==> src/core/cpa_pkg.sv <==
package cpa_pkg;
   localparam int PIX_W = 24;
   localparam int KEY_W = 40;
   localparam int KEY_ONES = 20;
   localparam int AUTH_CYCLES = 128;
   localparam int RESP_FRAMES = 128;
   localparam int ENH_FRAMES = 16;
   // Transmitter key vector, value is arbitrary
   localparam logic [39:0] TX_KEY = 40'h5a_a5c3_3c96;
   localparam logic [31:0] LFSR_SEED = 32'h0000_0001;
   // Register offsets (byte addresses)
   localparam logic [7:0] OFF_CTRL = 8'h00;
   localparam logic [7:0] OFF_KEY_LO = 8'h04;
   localparam logic [7:0] OFF_KEY_HI = 8'h08;
   localparam logic [7:0] OFF_RX_RESP = 8'h0c;
   localparam logic [7:0] OFF_TX_RESP = 8'h10;
   localparam logic [7:0] OFF_ENH = 8'h14;
   localparam logic [7:0] OFF_STATUS = 8'h18;
   localparam logic [7:0] OFF_INT_STAT = 8'h1c;
   localparam logic [7:0] OFF_INT_MASK = 8'h20;
   localparam logic [7:0] OFF_FRAME = 8'h24;
   // Control fields
   localparam int CTRL_INT_COMP = 0;
   localparam int CTRL_ENC_EN = 1;
   localparam int CTRL_PROT_RST = 2;
   localparam int CTRL_START = 3;
   // Interrupt event bits
   localparam int EV_RESP = 0;
   localparam int EV_ENH = 1;
   localparam int EV_CMP = 2;
   localparam int EV_KEY = 3;
   localparam int EV_W = 4;
   typedef enum logic [1:0] {AUTH_IDLE, AUTH_CALC, AUTH_DONE} cpa_auth_t;
   typedef struct packed {
      cpa_auth_t auth;
      logic [7:0] calc_cnt;
      logic int_comp;
      logic enc_en;
      logic enc_act;
      logic [39:0] key;
      logic [31:0] cipher;
      logic [15:0] tx_resp;
      logic [15:0] rx_resp;
      logic [7:0] tx_enh;
      logic [7:0] rx_enh;
      logic [6:0] frame_cnt;
      logic match;
      logic key_bad;
      logic enh_match;
      logic [3:0] stat;
      logic [3:0] mask;
      logic vs_d;
      logic hs_d;
      logic [31:0] rdata;
      logic [23:0] pix_out;
      logic irq;
   } cpa_state_t;
   typedef struct packed {
      logic [23:0] pix;
      logic vsync;
      logic hsync;
   } cpa_video_t;
endpackage

==> src/core/cpa_auth_link_check.sv <==
// Summary of operation
// RULE_01 - Control bit one picks on-chip compare, zero picks host compare.
// RULE_02 - On-chip mode: written receiver response is compared with own, match flag set.
// RULE_03 - Host mode: own and receiver responses are readable for host comparison.
// RULE_04 - Receiver key vector valid only with exactly 20 ones; invalid flag reports it.
// RULE_05 - Host authenticates only with unrevoked key and matching responses.
// RULE_06 - Host resamples on mismatch, then writes protection reset if still failing.
// RULE_07 - Host sends no protected content when receiver key is revoked.
// RULE_08 - Host checks link integrity every 128 frames or about two seconds.
// RULE_09 - A fresh integrity response is produced every 128 frames.
// RULE_10 - An 8-bit enhanced response is produced every 16 frames.
// RULE_11 - Host waits for three enhanced mismatches in a row before resampling.
// RULE_12 - Encryption runs only while the enable bit is set.
// RULE_13 - Host writes enable at both ends within one vertical sync period.
// RULE_14 - Enable bit alone switches encryption, regardless of content.
// RULE_15 - Link carries plain data whenever encryption is not enabled.
// RULE_16 - A 16-bit initial response is computed from the cipher.
// RULE_17 - Cipher re-keys on every falling vertical and horizontal sync edge while encryption is active.
// RULE_18 - Host authenticates before enabling and disables before re-authenticating.
// RULE_19 - Protection reset clears match status and comparison state.
`timescale 1ns/10ps
module cpa_auth_link_check (
   input logic clk,
   input logic rst,
   input logic [7:0] addr,
   input logic [31:0] wdata,
   input logic wr,
   input logic rd,
   output logic [31:0] rdata,
   input cpa_pkg::cpa_video_t vid_in,
   output logic [23:0] pix_out,
   output logic enc_active,
   output logic irq
);
   function automatic logic [31:0] cpa_lfsr(input logic [31:0] c);
      cpa_lfsr = {c[30:0], c[31] ^ c[21] ^ c[1] ^ c[0]};
   endfunction

   function automatic logic [15:0] cpa_resp(input logic [31:0] c);
      cpa_resp = c[31:16] ^ c[15:0];
   endfunction

   function automatic logic [5:0] cpa_ones(input logic [39:0] k);
      logic [5:0] n;
      n = 6'h00;
      for (int i = 0; i < cpa_pkg::KEY_W; i++) begin
         n = n + {5'h00, k[i]};
      end
      cpa_ones = n;
   endfunction

   cpa_pkg::cpa_state_t st_q;
   cpa_pkg::cpa_state_t st_d;
   logic vs_fall;
   logic hs_fall;
   logic wr_ctrl;
   logic start_auth;
   logic prot_rst;
   logic [3:0] ev;

   assign vs_fall = st_q.vs_d & ~vid_in.vsync;
   assign hs_fall = st_q.hs_d & ~vid_in.hsync;
   assign wr_ctrl = wr && addr == cpa_pkg::OFF_CTRL;
   assign start_auth = wr_ctrl && wdata[cpa_pkg::CTRL_START];
   assign prot_rst = wr_ctrl && wdata[cpa_pkg::CTRL_PROT_RST];

   always_comb begin
      st_d = st_q;
      ev = 4'h0;
      st_d.vs_d = vid_in.vsync;
      st_d.hs_d = vid_in.hsync;
      // Cipher runs during response calculation and while encrypting
      if (st_q.auth == cpa_pkg::AUTH_CALC || st_q.enc_act) begin
         st_d.cipher = cpa_lfsr(st_q.cipher);
      end
      if (st_q.enc_act && (vs_fall || hs_fall)) begin
         st_d.cipher = cpa_lfsr(st_q.cipher ^ st_q.key[31:0]); // RULE_17
      end
      // Encryption state follows the enable bit at the frame boundary
      if (vs_fall) begin
         st_d.enc_act = st_q.enc_en; // RULE_12 RULE_14 RULE_13
      end
      // Initial response after the calculation window
      case (st_q.auth)
         cpa_pkg::AUTH_IDLE: begin
            st_d.calc_cnt = 8'h00;
         end
         cpa_pkg::AUTH_CALC: begin
            st_d.calc_cnt = st_q.calc_cnt + 8'h01;
            if (st_q.calc_cnt == 8'(cpa_pkg::AUTH_CYCLES - 1)) begin
               st_d.tx_resp = cpa_resp(st_q.cipher); // RULE_16
               st_d.auth = cpa_pkg::AUTH_DONE;
               ev[cpa_pkg::EV_RESP] = 1'b1;
            end
         end
         cpa_pkg::AUTH_DONE: begin
            st_d.calc_cnt = 8'h00;
         end
         default: begin
            st_d.auth = cpa_pkg::AUTH_IDLE;
         end
      endcase
      // Periodic integrity and enhanced responses, counted in encrypted frames
      if (vs_fall && st_q.enc_act) begin
         st_d.frame_cnt = st_q.frame_cnt + 7'h01;
         if (st_q.frame_cnt == 7'(cpa_pkg::RESP_FRAMES - 1)) begin
            st_d.tx_resp = cpa_resp(st_q.cipher); // RULE_09
            ev[cpa_pkg::EV_RESP] = 1'b1;
         end
         if (st_q.frame_cnt[3:0] == 4'(cpa_pkg::ENH_FRAMES - 1)) begin
            st_d.tx_enh = st_q.cipher[7:0] ^ st_q.cipher[23:16]; // RULE_10
            ev[cpa_pkg::EV_ENH] = 1'b1;
         end
      end
      // Register writes
      if (wr) begin
         case (addr)
            cpa_pkg::OFF_CTRL: begin
               st_d.int_comp = wdata[cpa_pkg::CTRL_INT_COMP]; // RULE_01
               st_d.enc_en = wdata[cpa_pkg::CTRL_ENC_EN];
            end
            cpa_pkg::OFF_KEY_LO: begin
               st_d.key[31:0] = wdata;
            end
            cpa_pkg::OFF_KEY_HI: begin
               st_d.key[39:32] = wdata[7:0];
            end
            cpa_pkg::OFF_RX_RESP: begin
               st_d.rx_resp = wdata[15:0];
               if (st_q.int_comp) begin
                  st_d.match = wdata[15:0] == st_q.tx_resp; // RULE_02
                  ev[cpa_pkg::EV_CMP] = 1'b1;
               end
            end
            cpa_pkg::OFF_ENH: begin
               st_d.rx_enh = wdata[15:8];
               if (st_q.int_comp) begin
                  st_d.enh_match = wdata[15:8] == st_q.tx_enh;
                  ev[cpa_pkg::EV_CMP] = 1'b1;
               end
            end
            cpa_pkg::OFF_INT_MASK: begin
               st_d.mask = wdata[3:0];
            end
            default: begin
            end
         endcase
      end
      // Key balance check on every key change
      st_d.key_bad = cpa_ones(st_d.key) != 6'(cpa_pkg::KEY_ONES); // RULE_04
      if (st_d.key_bad && !st_q.key_bad) begin
         ev[cpa_pkg::EV_KEY] = 1'b1;
      end
      if (start_auth) begin
         st_d.auth = cpa_pkg::AUTH_CALC;
         st_d.calc_cnt = 8'h00;
         st_d.cipher = st_q.key[31:0] ^ cpa_pkg::TX_KEY[31:0] ^ cpa_pkg::LFSR_SEED;
         st_d.match = 1'b0;
      end
      if (prot_rst) begin
         st_d.auth = cpa_pkg::AUTH_IDLE; // RULE_19
         st_d.match = 1'b0;
         st_d.enh_match = 1'b0;
         st_d.rx_resp = 16'h0000;
         st_d.rx_enh = 8'h00;
         st_d.tx_resp = 16'h0000;
         st_d.tx_enh = 8'h00;
         st_d.frame_cnt = 7'h00;
      end
      // Sticky status, a new event wins over a write-one clear
      if (wr && addr == cpa_pkg::OFF_INT_STAT) begin
         st_d.stat = st_q.stat & ~wdata[3:0];
      end
      st_d.stat = st_d.stat | ev;
      st_d.irq = |(st_d.stat & st_d.mask);
      // Link data: keystream mixed in only while encrypting
      if (st_q.enc_act) begin
         st_d.pix_out = vid_in.pix ^ st_q.cipher[23:0];
      end else begin
         st_d.pix_out = vid_in.pix; // RULE_15
      end
      // Register reads, data in the following cycle
      st_d.rdata = 32'h0000_0000;
      if (rd) begin
         case (addr)
            cpa_pkg::OFF_CTRL: st_d.rdata = {28'h0, 2'b00, st_q.enc_en, st_q.int_comp};
            cpa_pkg::OFF_KEY_LO: st_d.rdata = st_q.key[31:0];
            cpa_pkg::OFF_KEY_HI: st_d.rdata = {24'h0, st_q.key[39:32]};
            cpa_pkg::OFF_RX_RESP: st_d.rdata = {16'h0, st_q.rx_resp};
            cpa_pkg::OFF_TX_RESP: st_d.rdata = st_q.int_comp ? 32'h0 : {16'h0, st_q.tx_resp}; // RULE_03
            cpa_pkg::OFF_ENH: st_d.rdata = {16'h0, st_q.rx_enh, st_q.int_comp ? 8'h00 : st_q.tx_enh}; // RULE_03
            cpa_pkg::OFF_STATUS: st_d.rdata = {26'h0, st_q.enc_act, st_q.auth == cpa_pkg::AUTH_DONE,
                                               st_q.enh_match, st_q.key_bad, st_q.match, 1'b0};
            cpa_pkg::OFF_INT_STAT: st_d.rdata = {28'h0, st_q.stat};
            cpa_pkg::OFF_INT_MASK: st_d.rdata = {28'h0, st_q.mask};
            cpa_pkg::OFF_FRAME: st_d.rdata = {25'h0, st_q.frame_cnt};
            default: st_d.rdata = 32'h0000_0000;
         endcase
      end
   end

   always_ff @(posedge clk or posedge rst) begin
      if (rst) begin
         st_q <= '0;
         st_q.key_bad <= 1'b1;
      end else begin
         st_q <= st_d;
      end
   end

   assign rdata = st_q.rdata;
   assign pix_out = st_q.pix_out;
   assign enc_active = st_q.enc_act;
   assign irq = st_q.irq;
endmodule // cpa_auth_link_check

==> config.mk <==
export PLATFORM = sky130hd
export DESIGN_NAME = cpa_auth_link_check
export DESIGN_NICKNAME = d
export VERILOG_FILES = /design/src/core/cpa_pkg.sv /design/src/core/cpa_auth_link_check.sv
export SDC_FILE = /design/constraint.sdc
export NUM_CORES = 1
export LEC_CHECK = 0
export BUFFER_PORTS_ARGS = -buffer_cell sky130_fd_sc_hd__buf_4
export CORE_MARGIN = 2
export CORE_UTILIZATION = 40
export CTS_CLUSTER_DIAMETER = 40
export DETAILED_ROUTE_END_ITERATION = 8
export SLEW_MARGIN = 10
export SYNTH_ARGS = -nofsm -noshare
export SYNTH_HDL_FRONTEND = slang
export SYNTH_SLANG_ARGS = --single-unit
==> constraint.sdc <==
create_clock -name clk -period 7.6 [get_ports clk]
set_clock_uncertainty 0.05 [all_clocks]
set_input_delay 0.38 -clock clk [delete_from_list [all_inputs] [get_ports clk]]
set_output_delay 0.38 -clock clk [all_outputs]
set_load 0.05 [all_outputs]
* After elaboration in Yosys (flattened, before gate mapping)
Cells that the tools add are included.
Operators by class: add/sub/neg operators 41, eq/ne operators 19, muxes and demuxes 48, bitwise operators 20, reductions and logical operators 33
Operator list (count):
- 32-bit one-hot mux with 10 select lines | 1
- 6-bit by 1-bit adder with 6-bit output | 34
- 32-bit two-way mux | 5
- 16-bit two-way mux | 7
- 56-bit two-way mux | 1
- 8-bit two-way mux | 6
- 40-bit two-way mux | 1
- 8-bit by 5-bit equality test with 1-bit output, second input constant | 4
- 32-bit XOR | 1
- 24-bit two-way mux | 1
- 24-bit XOR | 1
- 16-bit equality test | 1
- 8-bit by 4-bit equality test with 1-bit output, second input constant | 2
- 8-bit by 6-bit equality test with 1-bit output, second input constant | 2
- 1-bit two-way mux | 16
- 16-bit NOT | 1
- 8-bit one-hot mux with 2 select lines | 1
- 16-bit XOR | 1
- 3-bit nonzero test | 5
- 4-bit two-way mux | 3
- 2-bit nonzero test | 6
- 10-bit two-way mux | 1
- 2-bit AND reduction | 5
- 8-bit by 1-bit adder with 8-bit output, second input constant | 1
- other kinds (34) | 54
Word-level totals: bits in registers 210, output and inout port bits 58

* Logic depth before layout (Yosys ltp)
Gate-level depths: netlist of run 1.
depth after elaboration 48, mapped depth 25

* Worst setup path after synthesis of run 1
No wires, ideal clock.
path kind input -> register, start in addr[3], end reg st_q, in the netlist irq, arrival 7013 ps, data required time 7460 ps, path slack 447 ps, stages on the path 24, path buffers 2, path through buf_2 -> nor4b_1 -> and2_1 -> nand2_2 -> buf_4 -> mux2_2 -> fa_1 -> inv_1 -> fa_1 -> fa_1 -> inv_1 -> fa_1 -> inv_1 -> fa_1 -> inv_1 -> fa_1 -> fa_1 -> ha_1 -> fa_1 -> or2_2 -> and4b_1 -> o31ai_1 -> a22oi_1 -> o2111ai_1
RTL lines:
- start: declaration | line cpa_auth_link_check.sv:25 | input logic [7:0] addr,
- end signal: assignment | line cpa_auth_link_check.sv:207 | st_q <= st_d;
- end: declaration | line cpa_auth_link_check.sv:52 | cpa_pkg::cpa_state_t st_q;

==> qor.yml, run 1 <==
p_per_area_nw_per_um2: 282
crit_top_cell: "fa_1"
yosys_warnings: 0
cp_max_fo: 19
dieWidth_um: 173
p_sw_share_pct: 31.5
relSlewSlack_pct: 28.8
maxCapViolCount: 0
fin_crit_sh_pct: 93.1
nNetsFinal: 1265
avgSynthCellArea_um2: 10.7
drv_slew: 0
clkPwrFrac_pct: 40.9
p_int_mw: 2.63
syn_nets: 1178
area_delta_synth_final_pct: 19.8
worstSetupPathType: "primary input to flip-flop"
drc: 0
vias: 8193
worst_pin_slew_ns: 1.06
hpwl_mm: 22.1
grt_setup_unrepaired: "false"
dieArea_um2: 29800
initial_core_util_pct: 40.8
cts-buffers-inserted: 34
h-tree-depth: 2
p_leak_nw: 6.49
fp.dieH_um: 173
grt_pass1_vias: 8339
routed_via_density: 5.27
grt_pass1_wl_mm: 48.8
dr.pass1.iters: 5
critical_path.top_delay_family: "adder cells"
cts_tree: "done"
crit_start: "addr[1]"
cts_buffer_depth: 3
wl_per_cell_um: 20.1
worstPathArrival_ns: 7.44
ys_types: 66
cp_cell_sequence: "buf_4 > nor4b_1 > and2_1 > nand2_2 > buf_4 > mux2i_1 > fa_1 > fa_1 > fa_1 > inv_1 > fa_1 > inv_1 > fa_1 > inv_1 > fa_1 > fa_1 > ha_1 > fa_1 > or2_2 > and4b_1 > o31ai_1 > a22oi_1 > o2111ai_1"
holdCritPathClass: "primary input to flip-flop"
period_needed_ns: 7.08
coreArea_um2: 27900
clock.fmax_mhz: 141
seq_power_share_pct: 38.1
async_reset_ff_share_pct: 100
diodes: 0
gr-total-overflow: 0
setup_viol: 0
clk_pin_slew_ns: 0.05
cpPeakStageDelay_ns: 0.55
dp.cells: 1471
postPlaceCellArea_um2: 12200
seq_area_frac_synth_pct: 46.2
p_comb_share_pct: 21.0
clkSinkCount: 210
clk_latency_ns: 0.50
fin_area_um2: 13600
crit_path_end_kind: "flip-flop"
crit_slowest_cell: "fa_1"
synth.cell_area_um2: 11400
power.switching_mw: 1.21
grt_start_max_net_pins: 138
synthCells: 1064
cts_setup_buffers: 0
r2r_start: "st_q[166]$_DFF_PP0_"
drtAntennaViolNets: 0
hp-start: "vid_in[21]"
gp_congestion: 0.914
groute.usage.overall_pct: 21.0
drt_first_iter_violations: 755
cp-start-kind: "primary input"
synth-edff-count: 0
drive_gt1_share_pct: 21.6
whs_ns: 0.0185
status: "finished, final reports clean"
wl_mm: 31.2
worst-path-buf-inv: 5
synth-seq-cells: 210
p_total_mw: 3.84
ios: 128
port_buffers: 127
rows: 61
ir_drop_mv: 0.139
crit_required_ns: 7.97
antenna_found_initial: 0
hold_viol: 0
instances_no_fill: 1554
synth_flop_cell: "dfrtp_1"
cts_root_buf: "clkbuf_16"
through the flow:
step                util, %  TNS, ns  setup slack [ns]
floorplan                 -        0             0.447
global placement       43.9        0            0.0587
detailed placement     43.9  -0.0435           -0.0435
CTS                    48.9        0             0.476
global route           48.9        0            0.0312
finish                 48.9        0             0.523
kinds of logic after synthesis:
group | Yosys count | share of synthesized area [%]
buffers and inverters | 180 | 8.48
AND/OR/NAND/NOR | 240 | 10.5
multiplexers | 80 | 7.47
XOR/XNOR | 114 | 8.78
flip-flops | 210 | 46.2
AO/OA/AOI/OAI | 196 | 11.7
adder cells (fa/ha/maj) | 44 | 6.88
Yosys cell counts, types with 13 or more instances:
library cell  instances  area share, %
a211oi_1             24            1.6
mux2i_1              50            4.4
buf_4                63            4.2
fa_1                 31            5.5
inv_1                62            2.0
clkbuf_1             24           0.79
mux2_2               27            2.7
a211o_1              18            1.4
and3_1               18           0.99
xnor2_1              88            6.8
a22oi_1              17            1.1
dfrtp_1             209             46
buf_2                24            1.1
nand2_1              60            2.0
nor2_1               89            2.9
a21oi_1              19           0.84
xor2_1               26            2.0
ha_1                 13            1.4
o21ai_0              65            2.9
repair_timing:
| action | 4_1_cts | 5_1_grt |
|---|---|---|
| hold endpoints to repair | 22 | 0 |
| hold buffers | 22 | 0 |
| gates resized for setup | 0 | 0 |
power by group through the flow:
stage	sequential, mW	combinational (mW)	clock, mW
floorplan	1.40	0.621	0
global placement	1.48	0.788	0
detailed placement	1.48	0.801	0
CTS	1.46	0.816	1.60
global route	1.49	0.903	1.64
finish	1.46	0.805	1.57
sequential cells by signal, indices dropped and copies added, names as in the netlist:
register,cells
irq,1
pix_out,24
rdata,32
st_q,152
enc_active,1
placed cells by master (no fill, tap or decap), types with 22 or more instances in the layout:
| master | netlist | layout |
|---|---|---|
| a211oi_1 | 24 | 24 |
| buf_4 | 63 | 146 |
| clkbuf_16 | 0 | 37 |
| dfrtp_1 | 209 | 209 |
| dlygate4sd3_1 | 0 | 22 |
| fa_1 | 31 | 31 |
| inv_1 | 62 | 61 |
| mux2_2 | 27 | 27 |
| mux2i_1 | 50 | 50 |
| nand2_1 | 60 | 60 |
| nor2_1 | 89 | 87 |
| o21ai_0 | 65 | 65 |
| xnor2_1 | 88 | 88 |
| xor2_1 | 26 | 26 |
metal layers:
metal | wire length, um | GRT usage [%] | vias to the layer above
met1 | 14000 | 29.0 | 4092
met5 | 0 | 0 | -
met3 | 1910 | 3.83 | 72
li1 | - | - | 3762
met4 | 937 | 7.63 | 0
met2 | 14300 | 33.1 | 267
final cells by class:
class | count | area [um^2]
Clock buffer | 41 | 961
Clock inverter | 20 | 213
Fill cell | 2552 | 14200
Inverter | 63 | 244
Multi-Input combinational cell | 674 | 5160
Sequential cell | 210 | 5260
Tap cell | 378 | 473
Timing Repair Buffer | 168 | 1320
final timing paths:
| check | to | slack [ns] | cells after the start |
|---|---|---|---|
| min reg2reg | st_q[101]$_DFFE_PP0P_ | 0.46 | 1 |
| max | irq$_DFF_PP0_ | 0.52 | 23 |
| max in group asynchronous | st_q[65]$_DFF_PP0_ | 5.91 | 3 |
| min in group asynchronous | pix_out[6]$_DFF_PP0_ | 0.06 | 2 |
| min | pix_out[19]$_DFF_PP0_ | 0.02 | 2 |
| max reg2reg | irq$_DFF_PP0_ | 1.16 | 19 |
Note: power is estimated with default switching activity, not from simulation.
==> inputs of run 2 (changes only) <==
--- a/config.mk
+++ b/config.mk
@@ -14,3 +14,4 @@
 export SYNTH_ARGS = -nofsm -noshare
 export SYNTH_HDL_FRONTEND = slang
 export SYNTH_SLANG_ARGS = --single-unit
+export TNS_END_PERCENT = 30
==> constraint.sdc (replaced) <==
create_clock -name clk -period 8.75 [get_ports clk]
set_clock_uncertainty 0.05 [all_clocks]
set_input_delay 0.4375 -clock clk [delete_from_list [all_inputs] [get_ports clk]]
set_output_delay 0.4375 -clock clk [all_outputs]
set_load 0.05 [all_outputs]
==> run 2 against run 1 <==
Register-to-register slack better by 1.0 ns; critical path depth unchanged; worst hold slack better by 0.0017 ns; combinational power down 14%; global-route usage about the same; non-clock buffer count down 30; flip-flop and latch count unchanged; wire length down 0.22%; design area down 2.4%.
==> qor.yml, run 2 (synthesis results as in run 1) <==
seq_power_share_pct: 38.6  # was 38.1%
n_fill_cell: 2566  # was 2,552
h-tree-depth: 2  # unchanged
final_cell_mix: "dfrtp_1 (209), buf_4 (136), xnor2_1 (88)"  # was dfrtp_1 (209), buf_4 (146), xnor2_1 (88)
rows: 61  # unchanged
p_leak_nw: 6.33  # was 6.49 nW
tns_ns: 0  # unchanged
regMostFlops: "st_q"  # unchanged
routed_via_density: 5.31  # was 5.27
cp_max_fo: 31  # was 19
wl_mm: 31.1  # was 31.2 mm
drt_first_iter_violations: 826  # was 755
layout_commonest_cell: "dfrtp_1"  # unchanged
gp_congestion: 0.903  # was 0.914
worstSetupPathType: "primary input to flip-flop"  # unchanged
worst_pin_slew_ns: 1.19  # was 1.06 ns
cp-start-kind: "primary input"  # unchanged
maxCapViolCount: 0  # unchanged
worstPathArrival_ns: 8.21  # was 7.44 ns
drv_slew: 0  # unchanged
period_needed_ns: 7.85
clk_pin_slew_ns: 0.05  # about the same
status: "finished, final reports clean"  # unchanged
p_total_mw: 3.28  # was 3.84 mW
p_per_area_nw_per_um2: 247  # was 282 nW/um^2
holdCritPathClass: "primary input to async pin"  # was primary input to flip-flop
setup_viol: 0  # unchanged
ios: 128  # unchanged
cts_root_buf: "clkbuf_16"  # unchanged
multi_input_area_um2: 5160  # unchanged
cts_buffer_depth: 3  # unchanged
dieWidth_um: 173  # unchanged
drive_gt1_share_pct: 21.0  # was 21.6%
fin_crit_sh_pct: 89.7
grt_pass1_vias: 8108  # was 8,339
cts_tree: "done"  # unchanged
grt_start_max_net_pins: 97  # was 138
cts_setup_buffers: 0  # unchanged
drc: 0  # unchanged
diodes: 0  # unchanged
p_sw_share_pct: 31.7  # was 31.5%
dr.pass1.iters: 6  # was 5
area_delta_synth_final_pct: 16.8  # was 19.8%
dieArea_um2: 29800  # unchanged
cts_resized: 0  # unchanged
fp.dieH_um: 173  # unchanged
initial_core_util_pct: 40.8  # unchanged
grt_setup_unrepaired: "false"  # unchanged
cts-buffers-inserted: 34  # unchanged
hpwl_mm: 22.0  # was 22.1 mm
r2r_slack_ns: 2.16  # was 1.16 ns
clkSinkCount: 210  # unchanged
hold_buffers: 2  # was 22
ir_drop_mv: 0.116  # was 0.139 mV
crit_required_ns: 9.11  # was 7.97 ns
antenna_found_initial: 1  # was 0
groute.usage.overall_pct: 20.9  # was 21.0%
p_int_mw: 2.24  # was 2.63 mW
grt_pass1_wl_mm: 48.7  # was 48.8 mm
clock.fmax_mhz: 127
largest_reg_flops: 152  # unchanged
port_buffers: 127  # unchanged
relSlewSlack_pct: 20.5  # was 28.8%
power.switching_mw: 1.04  # was 1.21 mW
hold_viol: 0  # unchanged
gr-total-overflow: 0  # unchanged
clkPwrFrac_pct: 40.1  # was 40.9%
drtAntennaViolNets: 0  # unchanged
coreArea_um2: 27900  # unchanged
vias: 8094  # was 8,193
wl_per_cell_um: 20.4  # was 20.1 um
nNetsFinal: 1235  # was 1,265
crit_path_end_kind: "flip-flop"  # unchanged
regArea_um2: 5260  # unchanged
p_comb_share_pct: 21.2  # was 21.0%
clk_latency_ns: 0.51  # was 0.50 ns
-- run 2: cell count changes in the layout (fill, tap and decap cells not counted), sizes merged --
| cell | delta |
|---|---|
| buf | -10 |
| dlygate4sd3 | -20 |
| clkinv | -1 |
-- run 2: path summary, 6_finish.rpt --
kind / start / endpoint / cells after the start
min in group clk: vid_in[3] / pix_out[1]$_DFF_PP0_ / 2
max in group asynchronous: rst / st_q[209]$_DFFE_PP0P_ / 4
setup / recovery: addr[3] / irq$_DFF_PP0_ / 23
setup reg to reg: st_q[166]$_DFF_PP0_ / irq$_DFF_PP0_ / 19
hold reg to reg: st_q[103]$_DFFE_PP0P_ / st_q[103]$_DFFE_PP0P_ / 1
hold / removal: rst / pix_out[5]$_DFF_PP0_ / 2
-- run 2: power by group through the flow --
stage / combinational, mW / sequential [mW] / clock [mW]
final: 0.695 / 1.27 / 1.32
after global routing: 0.776 / 1.29 / 1.39
after CTS: 0.705 / 1.27 / 1.34
after detailed placement: 0.699 / 1.28 / 0
after global placement: 0.687 / 1.28 / 0
after floorplan: 0.540 / 1.22 / 0
-- run 2: metrics by stage --
stage / area, um^2 / setup WS, ns / utilization, % / hold slack, ns / cells
3_3_place_gp: 12200 / 0.613 / 43.6 / 0.436 / 1461
2_1_floorplan: 11400 / 1.54 / - / 0.400 / 1064
3_5_place_dp: 12200 / 0.464 / 43.6 / 0.435 / 1461
6_report: 13300 / 0.905 / 47.7 / 0.0202 / 1523
5_1_grt: 13300 / 0.582 / 47.7 / 0.0458 / 1523
4_1_cts: 13300 / 0.971 / 47.7 / 0.0310 / 1523
-- run 2: critical path: stages --
cell	delay [ns]
buf_4	0.15
nor4b_1	0.68
and2_1	0.26
nand2_2	0.48
mux2_2	0.51
fa_1	0.56
inv_1	0.06
fa_1	0.52
fa_1	0.52
inv_1	0.05
fa_1	0.48
inv_1	0.06
fa_1	0.50
inv_1	0.05
fa_1	0.55
fa_1	0.44
ha_1	0.22
fa_1	0.37
or2_2	0.30
and4b_1	0.18
o31ai_1	0.41
a22oi_1	0.18
o2111ai_1	0.22
-- run 2: final cells by class --
class,count,area share (%)
clock inverters,19,1.50
repair buffers,138,7.83
clock buffers,41,6.91
flip-flops and latches,210,39.5
inverters,63,1.84
multi-input cells,674,38.8
well taps,378,3.56
-- run 2: layer usage --
layer	up-vias	global-route usage [%]	wire, um
met5	-	0	0
met4	0	5.16	466
met3	40	4.07	2100
met2	301	33.4	14600
met1	4050	29.5	13900
li1	3703	-	-
==> inputs of run 3 (changes only) <==
--- a/config.mk
+++ b/config.mk
@@ -6,10 +6,14 @@
 export NUM_CORES = 1
 export LEC_CHECK = 0
 export BUFFER_PORTS_ARGS = -buffer_cell sky130_fd_sc_hd__buf_4
+export CELL_PAD_IN_SITES_DETAIL_PLACEMENT = 0
+export CELL_PAD_IN_SITES_GLOBAL_PLACEMENT = 1
 export CORE_MARGIN = 2
 export CORE_UTILIZATION = 40
 export CTS_CLUSTER_DIAMETER = 40
 export DETAILED_ROUTE_END_ITERATION = 8
+export PLACE_DENSITY_LB_ADDON = 0.1
+export REMOVE_ABC_BUFFERS = 1
 export SLEW_MARGIN = 10
 export SYNTH_ARGS = -nofsm -noshare
 export SYNTH_HDL_FRONTEND = slang
==> run 3 against run 2 <==
Flip-flop and latch count did not move; core utilization rose by 1.3 points; wire length rose by 4.5%; critical path depth rose by 2; largest cell class unchanged; count of clock-buffer cells in the layout rose by 6; global-route usage rose by 1.2 points; maximum frequency rose by 5.2%; critical path type unchanged; die area did not move; setup slack improved by 0.39 ns; non-clock buffer count rose by 6.
==> qor.yml, run 3 (synthesis results as in run 1) <==
worst_pin_slew_ns: 1.16  # was 1.19 ns
drtAntennaViolNets: 0  # unchanged
hpwl_mm: 22.8  # was 22.0 mm
wl_per_cell_um: 21.1  # was 20.4 um
grt_pass1_vias: 8411  # was 8,108
gp_congestion: 0.825  # was 0.903
dieWidth_um: 173  # unchanged
relSlewSlack_pct: 22.4  # was 20.5%
fin_crit_sh_pct: 85.2  # was 89.7%
largest_reg_flops: 152  # unchanged
holdCritPathClass: "primary input to flip-flop"  # was primary input to async pin
crit_top_cell: "fa_1"  # unchanged
worstSetupPathType: "primary input to flip-flop"  # unchanged
hold_end: "st_q[58]$_DFF_PP0_"
hp-start: "vid_in[1]"
p_comb_share_pct: 19.7  # was 21.2%
crit_required_ns: 9.12  # was 9.11 ns
r2r_start: "st_q[162]$_DFF_PP0_"  # was st_q[166]$_DFF_PP0_
instances_no_fill: 1542  # was 1,523
cts_buffer_depth: 3  # unchanged
initial_core_util_pct: 40.8  # unchanged
rr_worst_depth: 19  # unchanged
antenna_found_initial: 0  # was 1
setup_viol: 0  # unchanged
grt_pass1_wl_mm: 51.5  # was 48.7 mm
groute.usage.overall_pct: 22.2  # was 20.9%
layout_commonest_cell: "dfrtp_1"  # unchanged
drive_gt1_share_pct: 22.5  # was 21.0%
seq_power_share_pct: 35.2  # was 38.6%
dr.pass1.iters: 6  # unchanged
p_per_area_nw_per_um2: 264  # was 247 nW/um^2
p_leak_nw: 6.50  # was 6.33 nW
n_fill_cell: 2650  # was 2,566
clock.fmax_mhz: 134  # was 127 MHz
cts_root_buf: "clkbuf_16"  # unchanged
cts_resized: 0  # unchanged
coreArea_um2: 27900  # unchanged
drc: 0  # unchanged
nNetsFinal: 1247  # was 1,235
final_cell_mix: "dfrtp_1 (209), buf_4 (142), xnor2_1 (88)"  # was dfrtp_1 (209), buf_4 (136), xnor2_1 (88)
p_sw_share_pct: 30.7  # was 31.7%
vias: 8085  # was 8,094
gr-total-overflow: 0  # unchanged
clkPwrFrac_pct: 45.1  # was 40.1%
rows: 61  # unchanged
period_needed_ns: 7.46  # was 7.85 ns
regMostFlops: "st_q"  # unchanged
area_delta_synth_final_pct: 20.0  # was 16.8%
grt_start_max_net_pins: 91  # was 97
r2r_end: "irq$_DFF_PP0_"  # unchanged
r2r_slack_ns: 2.16  # about the same
dieArea_um2: 29800  # unchanged
cts_tree: "done"  # unchanged
critical_path.top_delay_family: "adder cells"  # unchanged
maxCapViolCount: 0  # unchanged
h-tree-depth: 2  # unchanged
p_int_mw: 2.49  # was 2.24 mW
tns_ns: 0  # unchanged
cts_setup_buffers: 0  # unchanged
cp-start-kind: "primary input"  # unchanged
whs_path_depth: 1
routed_via_density: 5.24  # was 5.31
ios: 128  # unchanged
diodes: 0  # unchanged
cpPeakStageDelay_ns: 0.54  # was 0.68 ns
crit_slowest_cell: "fa_1"  # was nor4b_1
hold_viol: 0  # unchanged
status: "finished, final reports clean"  # unchanged
power.switching_mw: 1.10  # was 1.04 mW
clk_latency_ns: 0.52  # was 0.51 ns
worstPathArrival_ns: 7.83  # was 8.21 ns
hold_buffers: 2  # unchanged
cts-buffers-inserted: 40  # was 34
clkSinkCount: 210  # unchanged
fp.dieH_um: 173  # unchanged
ir_drop_mv: 0.166  # was 0.116 mV
wl_mm: 32.5  # was 31.1 mm
drt_first_iter_violations: 532  # was 826
grt_setup_unrepaired: "false"  # unchanged
port_buffers: 127  # unchanged
worst-path-buf-inv: 7  # was 5
cp_max_fo: 22  # was 31
drv_slew: 0  # unchanged
dp.cells: 1467  # was 1,461
clk_pin_slew_ns: 0.05  # about the same
crit_path_end_kind: "flip-flop"  # unchanged
[run 3: cell count changes in the layout (fill, tap and decap cells not counted), moves of 2 or more]
cell	previous run	this run
clkbuf_1	4	2
clkinvlp_4	4	7
buf_4	136	142
bufinv_16	2	6
clkinv_2	2	4
clkbuf_16	35	41
clkbuf_8	2	4
inv_6	6	4
[run 3: worst reg2reg max path, stage by stage (launching register included)]
cell and delay (ns):
dfrtp_1 0.48, mux2_2 0.35, fa_1 0.55, inv_1 0.07
fa_1 0.50, fa_1 0.51, inv_1 0.05, fa_1 0.47
inv_1 0.05, fa_1 0.49, inv_1 0.05, fa_1 0.54
fa_1 0.44, ha_1 0.22, fa_1 0.38, or2_2 0.30
and4b_1 0.17, o31ai_1 0.39, a22oi_1 0.19, o2111ai_1 0.23
[run 3: cell type report]
cell class | count | area, um^2 | area share [%]
clock inverters | 26 | 334 | 2.45
clock buffers | 47 | 1090 | 7.98
repair buffers | 144 | 1090 | 7.96
well taps | 378 | 473 | 3.47
inverters | 63 | 244 | 1.79
flip-flops and latches | 210 | 5260 | 38.5
multi-input cells | 674 | 5170 | 37.9
[run 3: power by group through the flow]
| stage | combinational, mW | sequential [mW] | clock, mW |
|---|---|---|---|
| after floorplan | 0.464 | 1.27 | 0 |
| after global placement | 0.709 | 1.28 | 0 |
| after detailed placement | 0.709 | 1.29 | 0 |
| after CTS | 0.717 | 1.27 | 1.65 |
| after global routing | 0.801 | 1.29 | 1.70 |
| final | 0.708 | 1.27 | 1.62 |
[run 3: stage by stage]
step                      util [%]  power, mW  setup slack, ns  area, um^2  hold WS (ns)
after floorplan                  -       1.73            0.950       10600         0.400
after global placement        43.8       1.99            0.827       12200         0.433
after detailed placement      43.8       2.00            0.768       12200         0.432
after CTS                     49.0       3.63             1.25       13600       0.00427
after global routing          49.0       3.79            0.844       13600       0.00210
final                         49.0       3.60             1.29       13600        0.0148
[run 3: worst max-delay path by stage]
stage	startpoint	to	slack [ns]	depth (start not counted)
2_1_floorplan	addr[4]	irq$_DFF_PP0_	0.95	22
3_3_place_gp	addr[3]	irq$_DFF_PP0_	0.83	25
3_5_place_dp	addr[3]	irq$_DFF_PP0_	0.77	25
4_1_cts	addr[3]	irq$_DFF_PP0_	1.25	25
5_1_grt	addr[3]	irq$_DFF_PP0_	0.84	23
6_report	addr[3]	irq$_DFF_PP0_	1.29	25
[run 3: metal layers]
metal  track usage [%]  vias up  wire, um
li1                  -     3731         -
met1              32.0     4081     15200
met2              34.4      218     14800
met3              4.62       55      1720
met4              5.26        0       698
met5                 0        -         0
